`src/core/dfs_pkg.sv`:
```
/*
 * Package for the drive fault and status-code block: status codes,
 * cylinder limit, timing figures, controller states and line bundle.
 * Assumes a single 10 MHz clock shared by all users of the package.
 */
package dfs_pkg;

    // Status codes shown on the diagnostic display
    localparam logic [7:0] CODE_NONE = 8'h00;     // No fault held
    localparam logic [7:0] CODE_SEEK_TMO = 8'h46; // Seek took too long
    localparam logic [7:0] CODE_SERVO = 8'h4a;    // Servo error, any motion
    localparam logic [7:0] CODE_LOST_CYL = 8'h4b; // On-cylinder sense lost
    localparam logic [7:0] CODE_BAD_CYL = 8'h4d;  // Address above the top
    localparam logic [7:0] CODE_VOLT = 8'h4e;     // Voltage fault on cylinder
    localparam logic [7:0] CODE_FAN = 8'h5c;      // Cooling fan fault
    localparam logic [7:0] CODE_PIA = 8'h5f;      // Adapter self-test failed
    localparam logic [7:0] CODE_MPU = 8'hff;      // Processor self-test failed

    // Geometry
    localparam logic [9:0] CYL_MAX = 10'h336;     // Highest cylinder, 822
    localparam logic [9:0] CYL_HOME = 10'h000;    // Cylinder zero

    // Timing
    localparam int CLK_HZ = 10_000_000;           // Clock rate
    localparam int SEEK_TMO_MS = 65;              // Seek timeout, ms
    localparam int FAN_TMO_MS = 400;              // Fan fault hold, ms
    localparam int SEEK_TMO_CYC = SEEK_TMO_MS * (CLK_HZ / 1000);
    localparam int FAN_TMO_CYC = FAN_TMO_MS * (CLK_HZ / 1000);
    localparam int TMR_W = 23;                    // Timer width

    // Controller states
    typedef enum logic [3:0] {
        ST_POST,      // Power-on self test
        ST_HALT,      // Self test failed, wait for power cycle
        ST_LOAD,      // Head load, ends on cylinder zero
        ST_LOAD_FLT,  // Servo error during first seek
        ST_READY,     // On cylinder, idle
        ST_SEEK,      // Normal seek
        ST_RTZ,       // Return to track zero
        ST_SEEK_ERR,  // Seek error, servo off
        ST_VFAULT,    // Voltage fault, actuator free
        ST_FAN_STOP   // Drive stopped by fan fault
    } dfs_state_type;

    // Interface lines driven towards the controller and the drive
    typedef struct packed {
        logic seek_error;
        logic seek_end;
        logic on_cyl;
        logic ready;
        logic fault;
        logic servo_en;
        logic motor_run;
        logic leds_all;
    } dfs_lines_type;

    localparam dfs_lines_type LINES_RST = '0;     // All lines quiet

endpackage

```
`src/core/dfs_drive_fault.sv`:
```
/*
 * Fault detection and status-code controller of a fixed disk drive.
 * Assumes all inputs synchronous to MCLK_IN, single-cycle command
 * pulses from the controller, and that on-cylinder sense drops within
 * one cycle of a seek start. Reset models the main breaker cycle.
 */
// Function
// Lost sense: code 4B, seek error, servo off
// Return to track zero clears error, seeks zero
// Servo error in return: retry on next command
// First-seek servo error: fault clear reloads heads
// Cylinder above 822: code 4D, seek error/end
// Voltage fault on cylinder: code 4E, fault
// Voltage gone, clear then return: reload, zero
// Fan fault code 5C; stop after 400 ms
// Keep clearing fan; restart when all clear
// Adapter test fails: code 5F, halt, lamps
// Processor test fails: code FF, halt, lamps
// Only breaker power cycle clears self-test halt
// Seek over 65 ms: code 46, servo off
// Hold latest code until recovery clears it
`timescale 1ns/1ps
module dfs_drive_fault
    import dfs_pkg::*;
#(
    parameter int SEEK_CYC = SEEK_TMO_CYC,   // Seek timeout in cycles
    parameter int FAN_CYC = FAN_TMO_CYC      // Fan stop delay in cycles
) (
    // Clock, reset, enable
    input wire logic MCLK_IN,
    input wire logic RST_N_IN,
    input wire logic CE_IN,
    // Self test results
    input wire logic POST_DONE_IN,
    input wire logic PIA_FAIL_IN,
    input wire logic MPU_FAIL_IN,
    // Controller commands
    input wire logic SEEK_REQ_IN,
    input wire logic [9:0] CYL_ADDR_IN,
    input wire logic RTZ_IN,
    input wire logic FAULT_CLEAR_IN,
    // Drive sensing
    input wire logic ON_CYL_SENSE_IN,
    input wire logic SERVO_ERR_IN,
    input wire logic VOLT_FAULT_IN,
    input wire logic FAN_FAULT_IN,
    // Interface lines
    output logic SEEK_ERROR_OUT,
    output logic SEEK_END_OUT,
    output logic ON_CYL_OUT,
    output logic READY_OUT,
    output logic FAULT_OUT,
    // Drive control
    output logic SERVO_EN_OUT,
    output logic MOTOR_RUN_OUT,
    output logic HEAD_LOAD_OUT,
    output logic SEEK_GO_OUT,
    output logic [9:0] SEEK_CYL_OUT,
    output logic FAN_CLEAR_OUT,
    // Diagnostics
    output logic FAULT_LEDS_OUT,
    output logic [7:0] STATUS_CODE_OUT
);

    dfs_state_type st_q, st_d;              // Controller state
    logic [7:0] code_q, code_d;             // Held status code
    logic [TMR_W-1:0] seek_cnt_q, seek_cnt_d; // Seek elapsed cycles
    logic [TMR_W-1:0] fan_cnt_q, fan_cnt_d; // Fan fault age
    logic [9:0] cyl_q, cyl_d;               // Seek target
    logic go_q, go_d;                       // Seek start pulse
    logic load_q, load_d;                   // Head load pulse
    logic armed_q, armed_d;                 // Clear seen after volt fault
    logic fan_clr_q, fan_clr_d;             // Fan clear attempt
    dfs_lines_type lines_q, lines_d;        // Registered lines
    logic fan_trip;                         // Fan fault held too long
    logic powered;                          // Past self test

    // Line levels for a state; seek end on cylinder and for seek-type errors
    function automatic dfs_lines_type lines_of(dfs_state_type s,
                                               logic [7:0] c);
        dfs_lines_type l;
        l = LINES_RST;
        l.on_cyl = (s == ST_READY);
        l.ready = (s == ST_READY) || (s == ST_SEEK) || (s == ST_RTZ);
        l.servo_en = l.ready || (s == ST_LOAD);
        l.seek_error = (s == ST_SEEK_ERR) || (s == ST_LOAD_FLT) ||
                       (s == ST_VFAULT);
        l.seek_end = (s == ST_READY) || (s == ST_LOAD_FLT) ||
                     ((s == ST_SEEK_ERR) && (c != CODE_LOST_CYL));
        l.fault = (s == ST_VFAULT) || (s == ST_LOAD_FLT) ||
                  (s == ST_HALT);
        // Motor idles in self test and after a fan stop
        l.motor_run = (s != ST_POST) && (s != ST_HALT) &&
                      (s != ST_FAN_STOP);
        l.leds_all = (s == ST_HALT);
        return l;
    endfunction

    // Saturating increment of a timer
    function automatic logic [TMR_W-1:0] tick(logic [TMR_W-1:0] v);
        return (&v) ? v : v + {{(TMR_W-1){1'b0}}, 1'b1};
    endfunction

    assign powered = (st_q != ST_POST) && (st_q != ST_HALT);
    // At least the hold time before the stop
    assign fan_trip = FAN_FAULT_IN && (fan_cnt_q >= TMR_W'(FAN_CYC));

    // Next state, code and command pulses
    always_comb begin
        st_d = st_q;
        code_d = code_q;
        seek_cnt_d = tick(seek_cnt_q);
        fan_cnt_d = FAN_FAULT_IN ? tick(fan_cnt_q) : '0;
        cyl_d = cyl_q;
        go_d = 1'b0;
        load_d = 1'b0;
        armed_d = armed_q;
        fan_clr_d = 1'b0;
        case (st_q)
            ST_POST: begin
                if (POST_DONE_IN) begin
                    if (MPU_FAIL_IN) begin
                        st_d = ST_HALT;
                        code_d = CODE_MPU;
                    end else if (PIA_FAIL_IN) begin
                        st_d = ST_HALT;
                        code_d = CODE_PIA;
                    end else begin
                        st_d = ST_LOAD;
                        load_d = 1'b1;
                    end
                end
            end
            ST_HALT: begin
                // No exit; only a reset restarts the self test
                st_d = ST_HALT;
            end
            ST_LOAD: begin
                // Stale sense from before the load is ignored for two
                // cycles, as in a seek, so a reload cannot end at once
                if (SERVO_ERR_IN) begin
                    st_d = ST_LOAD_FLT;
                    code_d = CODE_SERVO;
                end else if (ON_CYL_SENSE_IN &&
                             (seek_cnt_q > TMR_W'(1))) begin
                    st_d = ST_READY;
                end
            end
            ST_LOAD_FLT: begin
                // Fault clear gives a fresh head load
                if (FAULT_CLEAR_IN) begin
                    st_d = ST_LOAD;
                    load_d = 1'b1;
                    code_d = CODE_NONE;
                end
            end
            ST_READY: begin
                // Voltage fault outranks all but a fan trip while on cylinder
                if (VOLT_FAULT_IN) begin
                    st_d = ST_VFAULT;
                    code_d = CODE_VOLT;
                    armed_d = 1'b0;
                end else if (!ON_CYL_SENSE_IN) begin
                    st_d = ST_SEEK_ERR;
                    code_d = CODE_LOST_CYL;
                end else if (RTZ_IN) begin
                    st_d = ST_RTZ;
                    go_d = 1'b1;
                    cyl_d = CYL_HOME;
                    seek_cnt_d = '0;
                end else if (SEEK_REQ_IN) begin
                    if (CYL_ADDR_IN > CYL_MAX) begin
                        st_d = ST_SEEK_ERR;
                        code_d = CODE_BAD_CYL;
                    end else begin
                        st_d = ST_SEEK;
                        go_d = 1'b1;
                        cyl_d = CYL_ADDR_IN;
                        seek_cnt_d = '0;
                    end
                end
            end
            ST_SEEK, ST_RTZ: begin
                // Sense is ignored for two cycles while it drops
                if (SERVO_ERR_IN) begin
                    st_d = ST_SEEK_ERR;
                    code_d = CODE_SERVO;
                end else if (ON_CYL_SENSE_IN &&
                             (seek_cnt_q > TMR_W'(1))) begin
                    st_d = ST_READY;
                end else if ((st_q == ST_SEEK) &&
                             (seek_cnt_q >= TMR_W'(SEEK_CYC - 1))) begin
                    st_d = ST_SEEK_ERR;
                    code_d = CODE_SEEK_TMO;
                end
            end
            ST_SEEK_ERR: begin
                // Each return command is a new attempt at zero
                if (RTZ_IN) begin
                    st_d = ST_RTZ;
                    go_d = 1'b1;
                    cyl_d = CYL_HOME;
                    seek_cnt_d = '0;
                    code_d = CODE_NONE;
                end
            end
            ST_VFAULT: begin
                // Clear only counts once the voltage is good again
                if (!VOLT_FAULT_IN && FAULT_CLEAR_IN) begin
                    armed_d = 1'b1;
                end
                if (armed_q && !VOLT_FAULT_IN && RTZ_IN) begin
                    st_d = ST_LOAD;
                    load_d = 1'b1;
                    code_d = CODE_NONE;
                end
            end
            ST_FAN_STOP: begin
                fan_clr_d = 1'b1;
                if (!FAN_FAULT_IN && !VOLT_FAULT_IN) begin
                    st_d = ST_LOAD;
                    load_d = 1'b1;
                    code_d = CODE_NONE;
                end
            end
            default: begin
                st_d = ST_POST;
            end
        endcase
        // Fan handling overrides once the drive is up
        if (powered && fan_trip && (st_q != ST_FAN_STOP)) begin
            st_d = ST_FAN_STOP;
            code_d = CODE_FAN;
            go_d = 1'b0;
            load_d = 1'b0;
        end else if (powered && FAN_FAULT_IN && (st_q != ST_FAN_STOP)) begin
            fan_clr_d = 1'b1;
            if (code_d == CODE_NONE) begin
                code_d = CODE_FAN;
            end
        end
        // Every head load restarts the settle count
        if (load_d) begin
            seek_cnt_d = '0;
        end
        lines_d = lines_of(st_d, code_d);
    end

    // Registers; everything freezes while the enable is low
    always_ff @(posedge MCLK_IN) begin
        if (!RST_N_IN) begin
            st_q <= ST_POST;
            code_q <= CODE_NONE;
            seek_cnt_q <= '0;
            fan_cnt_q <= '0;
            cyl_q <= CYL_HOME;
            go_q <= 1'b0;
            load_q <= 1'b0;
            armed_q <= 1'b0;
            fan_clr_q <= 1'b0;
            lines_q <= LINES_RST;
        end else if (CE_IN) begin
            st_q <= st_d;
            code_q <= code_d;
            seek_cnt_q <= seek_cnt_d;
            fan_cnt_q <= fan_cnt_d;
            cyl_q <= cyl_d;
            go_q <= go_d;
            load_q <= load_d;
            armed_q <= armed_d;
            fan_clr_q <= fan_clr_d;
            lines_q <= lines_d;
        end
    end

    // Output wiring, all from flip-flops
    assign SEEK_ERROR_OUT = lines_q.seek_error;
    assign SEEK_END_OUT = lines_q.seek_end;
    assign ON_CYL_OUT = lines_q.on_cyl;
    assign READY_OUT = lines_q.ready;
    assign FAULT_OUT = lines_q.fault;
    assign SERVO_EN_OUT = lines_q.servo_en;
    assign MOTOR_RUN_OUT = lines_q.motor_run;
    assign FAULT_LEDS_OUT = lines_q.leds_all;
    assign HEAD_LOAD_OUT = load_q;
    assign SEEK_GO_OUT = go_q;
    assign SEEK_CYL_OUT = cyl_q;
    assign FAN_CLEAR_OUT = fan_clr_q;
    assign STATUS_CODE_OUT = code_q;

    // Checks
    property p_lost_cyl;
        @(posedge MCLK_IN) disable iff (!RST_N_IN)
        CE_IN && st_q == ST_READY && !VOLT_FAULT_IN && !ON_CYL_SENSE_IN &&
        !fan_trip |=> STATUS_CODE_OUT == CODE_LOST_CYL && SEEK_ERROR_OUT &&
        !ON_CYL_OUT && !SERVO_EN_OUT && MOTOR_RUN_OUT && !SEEK_END_OUT;
    endproperty
    a_lost_cyl: assert property (p_lost_cyl)
        else $error("lost sense not reported");

    property p_rtz_clear;
        @(posedge MCLK_IN) disable iff (!RST_N_IN)
        CE_IN && st_q == ST_SEEK_ERR && RTZ_IN && !fan_trip |=>
        !SEEK_ERROR_OUT && SEEK_GO_OUT && SEEK_CYL_OUT == CYL_HOME;
    endproperty
    a_rtz_clear: assert property (p_rtz_clear)
        else $error("return command did not restart seek");

    property p_rtz_servo;
        @(posedge MCLK_IN) disable iff (!RST_N_IN)
        CE_IN && st_q == ST_RTZ && SERVO_ERR_IN && !fan_trip |=>
        SEEK_ERROR_OUT && st_q == ST_SEEK_ERR && !SERVO_EN_OUT;
    endproperty
    a_rtz_servo: assert property (p_rtz_servo)
        else $error("servo error in return not flagged");

    property p_load_retry;
        @(posedge MCLK_IN) disable iff (!RST_N_IN)
        CE_IN && st_q == ST_LOAD_FLT && FAULT_CLEAR_IN && !fan_trip |=>
        HEAD_LOAD_OUT && !FAULT_OUT ##1 !HEAD_LOAD_OUT || !CE_IN;
    endproperty
    a_load_retry: assert property (p_load_retry)
        else $error("fault clear did not reload heads");

    property p_bad_cyl;
        @(posedge MCLK_IN) disable iff (!RST_N_IN)
        CE_IN && st_q == ST_READY && ON_CYL_SENSE_IN && !VOLT_FAULT_IN &&
        !RTZ_IN && SEEK_REQ_IN && CYL_ADDR_IN > CYL_MAX && !fan_trip |=>
        STATUS_CODE_OUT == CODE_BAD_CYL && SEEK_ERROR_OUT && SEEK_END_OUT &&
        !ON_CYL_OUT && !SERVO_EN_OUT && !SEEK_GO_OUT;
    endproperty
    a_bad_cyl: assert property (p_bad_cyl)
        else $error("illegal cylinder not rejected");

    property p_volt;
        @(posedge MCLK_IN) disable iff (!RST_N_IN)
        CE_IN && st_q == ST_READY && VOLT_FAULT_IN && !fan_trip |=>
        STATUS_CODE_OUT == CODE_VOLT && !READY_OUT && SEEK_ERROR_OUT &&
        FAULT_OUT && !SERVO_EN_OUT && MOTOR_RUN_OUT;
    endproperty
    a_volt: assert property (p_volt)
        else $error("voltage fault not reported");

    property p_volt_gate;
        @(posedge MCLK_IN) disable iff (!RST_N_IN)
        st_q == ST_VFAULT && !armed_q |=> st_q != ST_LOAD;
    endproperty
    a_volt_gate: assert property (p_volt_gate)
        else $error("reload without prior fault clear");

    property p_fan_stop;
        @(posedge MCLK_IN) disable iff (!RST_N_IN)
        CE_IN && powered && FAN_FAULT_IN &&
        fan_cnt_q == TMR_W'(FAN_CYC) |=>
        !MOTOR_RUN_OUT && STATUS_CODE_OUT == CODE_FAN && !READY_OUT;
    endproperty
    a_fan_stop: assert property (p_fan_stop)
        else $error("fan fault did not stop drive");

    property p_fan_restart;
        @(posedge MCLK_IN) disable iff (!RST_N_IN)
        CE_IN && st_q == ST_FAN_STOP && !FAN_FAULT_IN && !VOLT_FAULT_IN |=>
        HEAD_LOAD_OUT && MOTOR_RUN_OUT && STATUS_CODE_OUT == CODE_NONE;
    endproperty
    a_fan_restart: assert property (p_fan_restart)
        else $error("drive not restarted after fan clear");

    property p_halt;
        @(posedge MCLK_IN) disable iff (!RST_N_IN)
        CE_IN && st_q == ST_POST && POST_DONE_IN && PIA_FAIL_IN &&
        !MPU_FAIL_IN |=> STATUS_CODE_OUT == CODE_PIA && FAULT_LEDS_OUT
        ##1 FAULT_LEDS_OUT && STATUS_CODE_OUT == CODE_PIA;
    endproperty
    a_halt: assert property (p_halt)
        else $error("adapter test failure not held");

    property p_halt_hold;
        @(posedge MCLK_IN) disable iff (!RST_N_IN)
        st_q == ST_HALT |=> st_q == ST_HALT && $stable(STATUS_CODE_OUT);
    endproperty
    a_halt_hold: assert property (p_halt_hold)
        else $error("self-test halt left without reset");

    property p_seek_tmo;
        @(posedge MCLK_IN) disable iff (!RST_N_IN)
        st_q == ST_SEEK |-> seek_cnt_q < TMR_W'(SEEK_CYC);
    endproperty
    a_seek_tmo: assert property (p_seek_tmo)
        else $error("seek ran past its timeout");

    property p_code_hold;
        @(posedge MCLK_IN) disable iff (!RST_N_IN)
        CE_IN && st_q == ST_SEEK_ERR && !RTZ_IN && !FAN_FAULT_IN |=>
        $stable(STATUS_CODE_OUT);
    endproperty
    a_code_hold: assert property (p_code_hold)
        else $error("status code changed without recovery");

endmodule

```
`config.mk`:
```
export PLATFORM = sky130hd
export DESIGN_NAME = dfs_drive_fault
export DESIGN_NICKNAME = d
export VERILOG_FILES = /design/src/core/dfs_pkg.sv /design/src/core/dfs_drive_fault.sv
export SDC_FILE = /design/constraint.sdc
export NUM_CORES = 1
export LEC_CHECK = 0
export ABC_CLOCK_PERIOD_IN_PS = 2650
export BUFFER_PORTS_ARGS = -buffer_cell sky130_fd_sc_hd__buf_2
export CAP_MARGIN = 20
export CORE_ASPECT_RATIO = 1.4
export CORE_MARGIN = 4
export CORE_UTILIZATION = 54
export DETAILED_ROUTE_END_ITERATION = 8
export PLACE_DENSITY = 0.87
export RECOVER_POWER = 100
export SKIP_LAST_GASP = 1
export SLEW_MARGIN = 5
export SYNTH_ARGS = -nofsm -noshare
export SYNTH_HDL_FRONTEND = slang
export SYNTH_SLANG_ARGS = --single-unit
```
`constraint.sdc`:
```
create_clock -name MCLK_IN -period 2.65 [get_ports MCLK_IN]
set_clock_uncertainty 0.15 [all_clocks]
set_input_delay 0 -clock MCLK_IN [delete_from_list [all_inputs] [get_ports MCLK_IN]]
set_output_delay 0 -clock MCLK_IN [all_outputs]
set_load 0.005 [all_outputs]
```
# Yosys cells after proc, flatten, opt, wreduce, memory -nomap -nowiden

Cells that the tools add are included.

Output and inout bits: 29
Bits of input ports: 23
Logic and storage cells: 170
Register bits after elaboration: 80

Equal/unequal tests: 30
Reduce and logical (&&, ||, !) cells: 38
$lt $le $gt $ge: 4
Multiplexer cells: 79
$add $sub $neg: 2

Operator list:

| kind                                                                              | count |
|---|---|
| 23-bit 2-to-1 mux                                                                 | 10 |
| 8-bit 2-to-1 mux                                                                  | 19 |
| 8-bit case mux with 8 select lines                                                | 1 |
| 10-bit 2-to-1 mux                                                                 | 6 |
| 4-bit 2-to-1 mux                                                                  | 15 |
| 23-bit by 1-bit adder with 23-bit output (second input constant)                  | 2 |
| 23-bit case mux with 2 select lines                                               | 1 |
| 23-bit AND reduction                                                              | 2 |
| 4-bit case mux with 9 select lines                                                | 1 |
| 4-bit by 3-bit equality test with 1-bit output (second input constant)            | 8 |
| 23-bit by 20-bit >= comparator with 1-bit output (second input constant)          | 1 |
| 23-bit by 22-bit >= comparator with 1-bit output (second input constant)          | 1 |
| 23-bit by 1-bit greater-than comparator with 1-bit output (second input constant) | 1 |
| 10-bit case mux with 2 select lines                                               | 1 |
| 1-bit 2-to-1 mux                                                                  | 19 |
| 4-bit by 2-bit equality test with 1-bit output (second input constant)            | 4 |
| 1-bit logical AND                                                                 | 15 |
| 4-bit equality test (second input constant)                                       | 3 |
| 2-bit inequality test (second input constant)                                     | 6 |
| 10-bit greater-than comparator (second input constant)                            | 1 |
| 1-bit logical OR                                                                  | 9 |
| 4-bit by 1-bit equality test with 1-bit output (second input constant)            | 2 |
| 8-bit zero test                                                                   | 1 |
| 4-bit by 1-bit inequality test with 1-bit output (second input constant)          | 2 |
| other kinds (14)                                                                  | 22 |

# Depth between registers and ports, before layout

Word-level depth: 14
Mapped depth: 10
Gate-level depth less buffers: 9

# Worst setup path before layout

No wires, ideal clock.

Kind: flip-flop to flip-flop
From: register seek_cnt_q[0]
To: register seek_cnt_q[21]
Setup slack: -0.292 ns
Buffers on the path: 1
Cell stages (with the launch flop): 11
Library setup time: 0.091 ns
Period minus slack after synthesis: 2.942 ns
Arrival: 2.701 ns
Cell sequence: dfxtp_1 -> ha_1 -> nand3_1 -> nor4_2 -> nand3_1 -> nand4_1 -> nor3_1 -> and4_1 -> clkbuf_1 -> a31o_2 -> a311oi_1

Cells in the longest elaborated chain, start to end: 9
Elaborated cells on any way between the ends: 11
Those cells by class: 1 x add/sub; 9 x mux; 1 x reduce/logical

RTL lines:

| what                                                                             | line                   | source |
|---|---|---|
| start, declared                                                                  | dfs_drive_fault.sv:67  | `logic [TMR_W-1:0] seek_cnt_q, seek_cnt_d;` |
| start signal, assigned                                                           | dfs_drive_fault.sv:265 | `seek_cnt_q <= seek_cnt_d;` |
| 23-bit by 1-bit adder with 23-bit output or 23-bit AND reduction (tied branches) | dfs_drive_fault.sv:101 | `return (&v) ? v : v + {{(TMR_W-1){1'b0}}, 1'b1};` |
| 23-bit 2-to-1 mux *                                                              | dfs_drive_fault.sv:101 |  |
| 23-bit 2-to-1 mux                                                                | dfs_drive_fault.sv:172 | `if (CYL_ADDR_IN > CYL_MAX) begin` |
| 23-bit 2-to-1 mux                                                                | dfs_drive_fault.sv:171 | `end else if (SEEK_REQ_IN) begin` |
| 23-bit 2-to-1 mux                                                                | dfs_drive_fault.sv:166 | `end else if (RTZ_IN) begin` |
| 23-bit 2-to-1 mux                                                                | dfs_drive_fault.sv:163 | `end else if (!ON_CYL_SENSE_IN) begin` |
| 23-bit 2-to-1 mux                                                                | dfs_drive_fault.sv:159 | `if (VOLT_FAULT_IN) begin` |
| 23-bit case mux with 2 select lines *                                            | dfs_drive_fault.sv:119 | `case (st_q)` |
| 23-bit 2-to-1 mux *                                                              | dfs_drive_fault.sv:243 | `if (load_d) begin` |

Mark *: on every way between the ends. The rest lies on a longest branch, timed or not.
A chain may end at the register's enable or synchronous reset.

# Final worst setup path

From: register seek_cnt_q[5]
To: register code_q[0], in the netlist STATUS_CODE_OUT[0]

Cells in the longest elaborated chain, start to end: 10
Elaborated cells on any way between the ends: 12
Those cells by class: 2 x order compare; 7 x mux; 3 x reduce/logical

RTL lines:

| what                                             | line                   | source |
|---|---|---|
| 23-bit by 20-bit >= comparator with 1-bit output | dfs_drive_fault.sv:192 | `(seek_cnt_q >= TMR_W'(SEEK_CYC - 1))) begin` |
| 1-bit logical AND                                | dfs_drive_fault.sv:191 | `end else if ((st_q == ST_SEEK) &&` |
| 8-bit 2-to-1 mux                                 | dfs_drive_fault.sv:191 |  |
| 8-bit 2-to-1 mux *                               | dfs_drive_fault.sv:188 | `end else if (ON_CYL_SENSE_IN &&` |
| 8-bit 2-to-1 mux *                               | dfs_drive_fault.sv:185 | `if (SERVO_ERR_IN) begin` |
| 8-bit case mux with 8 select lines *             | dfs_drive_fault.sv:119 |  |
| 8-bit zero test                                  | dfs_drive_fault.sv:238 | `if (code_d == CODE_NONE) begin` |
| 8-bit 2-to-1 mux                                 | dfs_drive_fault.sv:238 |  |
| 8-bit 2-to-1 mux *                               | dfs_drive_fault.sv:236 | `end else if (powered && FAN_FAULT_IN && (st_q != ST_FAN_STOP)) begin` |
| 8-bit 2-to-1 mux *                               | dfs_drive_fault.sv:231 | `if (powered && fan_trip && (st_q != ST_FAN_STOP)) begin` |
| end signal, assigned                             | dfs_drive_fault.sv:264 | `code_q <= code_d;` |
| end, declared                                    | dfs_drive_fault.sv:66  | `logic [7:0] code_q, code_d;` |

Marks and branches as above.

==> flow_metrics.env <==
export IMPL_run_status="finished with violations"
export IMPL_violated_checks="setup timing"
export IMPL_grt_pass1_vias=5592
export IMPL_critPathCaptureType="flop"
export IMPL_final_min_period_over_clock_period_pct=118
export IMPL_vias_per_cell=6.66
export IMPL_report_final_setup_viol=38
export IMPL_path_clk_slew_ps=70
export IMPL_syn_num_nets=645
export IMPL_start_util_pct=55.8
export IMPL_final_net_count=799
export IMPL_die_width_um=87.7
export IMPL_critical_path_max_fanout=3
export IMPL_boundaryPins=52
export IMPL_grt_first_pass_wirelength_um=27800
export IMPL_clock_tree_from_tritoncts="yes"
export IMPL_hold_violations_final=0
export IMPL_static_leakage_power_uw=0.00258
export IMPL_cts_max_level=3
export IMPL_core_area_sq_um=8610
export IMPL_placed_area_sq_um=5710
export IMPL_critical_path_top_cell_by_count="sky130_fd_sc_hd__buf_4"
export IMPL_instance_count_of_the_mapped_netlist=618
export IMPL_maxSlewHeadroom_pct=49.7
export IMPL_clock_path_buffers=2
export IMPL_postLayoutCellArea_sq_um=6650
export IMPL_gp_congestion=1.01
export IMPL_critical_path_cell_by_cell="or4_4 > buf_4 > a211o_2 > a31oi_4 > buf_4 > a22oi_2 > buf_4 > buf_4 > nand2_1 > o32ai_2 > buf_4 > or3_1 > a21oi_1"
export IMPL_vert_die_dim_um=120
export IMPL_drv_max_cap_violation_count=0
export IMPL_achievable_frequency_mhz=319
export IMPL_cts_sinks=80
export IMPL_synth_edf_count=0
export IMPL_detailroute_via_count=5875
export IMPL_routed_wl_um=19500
export IMPL_grt_start_max_net_pins=38
export IMPL_post_synthesis_cell_area_sq_um=4800
export IMPL_synth_top_family_by_area="simple AND/OR/NAND/NOR gates"
export IMPL_yosys_cell_types_count=75
export IMPL_ys_warnings_count=0
export IMPL_clkLatencyLatePin_ps=350
export IMPL_syn_mean_instance_area_sq_um=7.77
export IMPL_post_route_min_period_ps=3140
export IMPL_synth_xor_xnor_area_share_pct=2.92
export IMPL_seq_area_frac_synth_pct=33.4
export IMPL_synthSimpleGateAreaFrac_pct=29.4
export IMPL_cts_root_buffer_cell="sky130_fd_sc_hd__clkbuf_16"
export IMPL_max_slew_worst_pin_slew_ps=735
export IMPL_drt_drc_violations_left=0
export IMPL_synth_main_ff_cell="sky130_fd_sc_hd__dfxtp_1"
export IMPL_insertedDiodeCount=0
export IMPL_timing_setup_tns_ps=-7630
export IMPL_synthesis_stage_register_bit_count=80
export IMPL_routedWlPerCell_um=22.1
export IMPL_grt_setup_unrepaired="yes"
export IMPL_number_of_max_slew_violations_in_the_final_report=0
export IMPL_power_density_nw_per_um2=471
export IMPL_proportion_of_synthesized_area_in_mux_cells_pct=1.09
export IMPL_area_growth_synth_to_final_pct=38.6
export IMPL_numCtsBuffers=9
export IMPL_setup_ws_ps=-489
export IMPL_synthAdderAreaFrac_pct=1.04
export IMPL_critical_path_max_stage_delay_ps=550
export IMPL_synth_compound_area_share_pct=26.1
export IMPL_layout_common_cells="sky130_fd_sc_hd__buf_4 (96), sky130_fd_sc_hd__dfxtp_1 (74), sky130_fd_sc_hd__nor2_1 (64)"
export IMPL_grt_antenna_before_repair=0
export IMPL_number_of_iterations_in_the_first_detailed_routing_pass=6
export IMPL_hold_path_class="in -> reg"
export IMPL_critical_path_startpoint_type="flop"
export IMPL_timing_critical_path_max_delay_family="simple AND/OR/NAND/NOR gates"
export IMPL_worst_ep_arrival_time_ps=3260
export IMPL_num_rows=40
export IMPL_mostFrequentLayoutCell="sky130_fd_sc_hd__buf_4"
export IMPL_asyncSetResetFlopFracSynth_pct=0
export IMPL_drive_gt1_share_pct=29.9
export IMPL_grt_overflow_total=0
export IMPL_path_class="reg -> reg"
export IMPL_dieArea_sq_um=10500
export IMPL_cell_type_of_the_slowest_stage_on_the_worst_timing_path="sky130_fd_sc_hd__or4_4"
export IMPL_hpwl_um=12300
export IMPL_detail_route_antenna_nets=0
export IMPL_fillCellCount=590
export IMPL_first_iter_violations=610
export IMPL_critPathBufInv=5
export IMPL_critPathRequiredTime_ps=2770
export IMPL_grt_util_all_layers_pct=33.9
export IMPL_vdd_ir_drop_worst_mv=0.507
export IMPL_placement_io_buffers=51
worst register-to-register path: stages, from the launching register on:
cell	delay, ps
sky130_fd_sc_hd__dfxtp_2	330
sky130_fd_sc_hd__or4_4	550
sky130_fd_sc_hd__buf_4	170
sky130_fd_sc_hd__a211o_2	330
sky130_fd_sc_hd__a31oi_4	190
sky130_fd_sc_hd__buf_4	150
sky130_fd_sc_hd__a22oi_2	60
sky130_fd_sc_hd__buf_4	170
sky130_fd_sc_hd__buf_4	130
sky130_fd_sc_hd__nand2_1	60
sky130_fd_sc_hd__o32ai_2	110
sky130_fd_sc_hd__buf_4	170
sky130_fd_sc_hd__or3_1	300
sky130_fd_sc_hd__a21oi_1	180
flip-flops by register name, summed over array words and instances, names as in the netlist:
| register | count |
|---|---|
| STATUS_CODE_OUT | 8 |
| st_q | 4 |
| FAN_CLEAR_OUT | 1 |
| SERVO_EN_OUT | 1 |
| READY_OUT | 1 |
| HEAD_LOAD_OUT | 1 |
| fan_cnt_q | 23 |
| FAULT_OUT | 1 |
| seek_cnt_q | 23 |
| SEEK_END_OUT | 1 |
| SEEK_GO_OUT | 1 |
| SEEK_ERROR_OUT | 1 |
| armed_q | 1 |
| MOTOR_RUN_OUT | 1 |
| ON_CYL_OUT | 1 |
| SEEK_CYL_OUT | 10 |
| FAULT_LEDS_OUT | 1 |
synth_stat cells (5+ instances only):
cell | number | share of area (%)
sky130_fd_sc_hd__a31oi_1 | 13 | 1.7
sky130_fd_sc_hd__or3_1 | 9 | 1.2
sky130_fd_sc_hd__dfxtp_1 | 80 | 33
sky130_fd_sc_hd__nand4_1 | 8 | 1.0
sky130_fd_sc_hd__o21ai_0 | 40 | 4.2
sky130_fd_sc_hd__a211oi_1 | 5 | 0.78
sky130_fd_sc_hd__clkbuf_1 | 25 | 2.0
sky130_fd_sc_hd__nand3_1 | 30 | 3.1
sky130_fd_sc_hd__and2_1 | 5 | 0.65
sky130_fd_sc_hd__o21a_1 | 5 | 0.78
sky130_fd_sc_hd__xor2_1 | 12 | 2.2
sky130_fd_sc_hd__nor4_1 | 12 | 1.6
sky130_fd_sc_hd__clkbuf_8 | 9 | 2.6
sky130_fd_sc_hd__a21oi_1 | 60 | 6.3
sky130_fd_sc_hd__inv_1 | 14 | 1.1
sky130_fd_sc_hd__nor3_1 | 22 | 2.3
sky130_fd_sc_hd__a21o_1 | 5 | 0.78
sky130_fd_sc_hd__and3_1 | 13 | 1.7
sky130_fd_sc_hd__nor2_1 | 65 | 5.1
sky130_fd_sc_hd__and4_1 | 7 | 1.3
sky130_fd_sc_hd__a311oi_1 | 11 | 2.0
sky130_fd_sc_hd__nand2_1 | 62 | 4.8
sky130_fd_sc_hd__nor2b_1 | 8 | 1.0
repair_timing:
item | 4_1_cts | 5_1_grt
gates resized for setup | 19 | 61
cloned | 0 | 4
buffers inserted | 2 | 13
endpoints found under the hold margin | 27 | 0
endpoints found under the setup margin | 32 | 47
hold buffers | 16 | 0
pin swaps | 13 | 30
worst paths after layout:
kind	cells past startpoint	from	slack [ps]	endpoint
max	13	seek_cnt_q[5]	-490	STATUS_CODE_OUT[0]
min	5	VOLT_FAULT_IN	40	armed_q
max reg2reg	13	seek_cnt_q[5]	-490	STATUS_CODE_OUT[0]
min reg2reg	2	SEEK_CYL_OUT[4]	310	SEEK_CYL_OUT[4]
routing by layer:
layer | up-vias | wire length [um] | track usage (%)
met5 | - | 0 | 0
met4 | 0 | 1600 | 22.8
met3 | 140 | 1520 | 5.29
met2 | 387 | 10000 | 60.2
met1 | 2732 | 6360 | 35.4
li1 | 2616 | - | -
final cells by class:
cell class | count | area (sq um) | area share [%]
clock buffer | 9 | 225 | 3.38
clock inverter | 7 | 77.6 | 1.17
inverter | 14 | 55.1 | 0.827
multi-input combinational | 487 | 3210 | 48.3
sequential | 80 | 1610 | 24.2
tap | 105 | 131 | 1.97
timing repair buffer | 180 | 1340 | 20.2
stage by stage:
step                      setup WS, ps  util [%]  hold slack, ps  total power, uW  cells
final                             -489      77.3            42.1             3130    882
after global routing              -552      77.3            62.2             3220    882
after global placement            -415      66.3             124             1710    831
after floorplan                   -266         -           -11.7             1520    618
after CTS                         -396      72.7            26.8             3020    865
after detailed placement          -471      66.3             129             1720    831
report_power, final:
part	switching [uW]	internal, uW
Sequential	28.3	1230
Clock	560	740
Combinational	313	263
kinds of logic after synthesis:
family,after synthesis
buffers and inverters,52
flip-flops,80
XOR/XNOR,16
multiplexers,5
adder cells (fa/ha/maj),4
AO/OA/AOI/OAI,188
AND/OR/NAND/NOR,273
(Power assumes the default switching activity.)
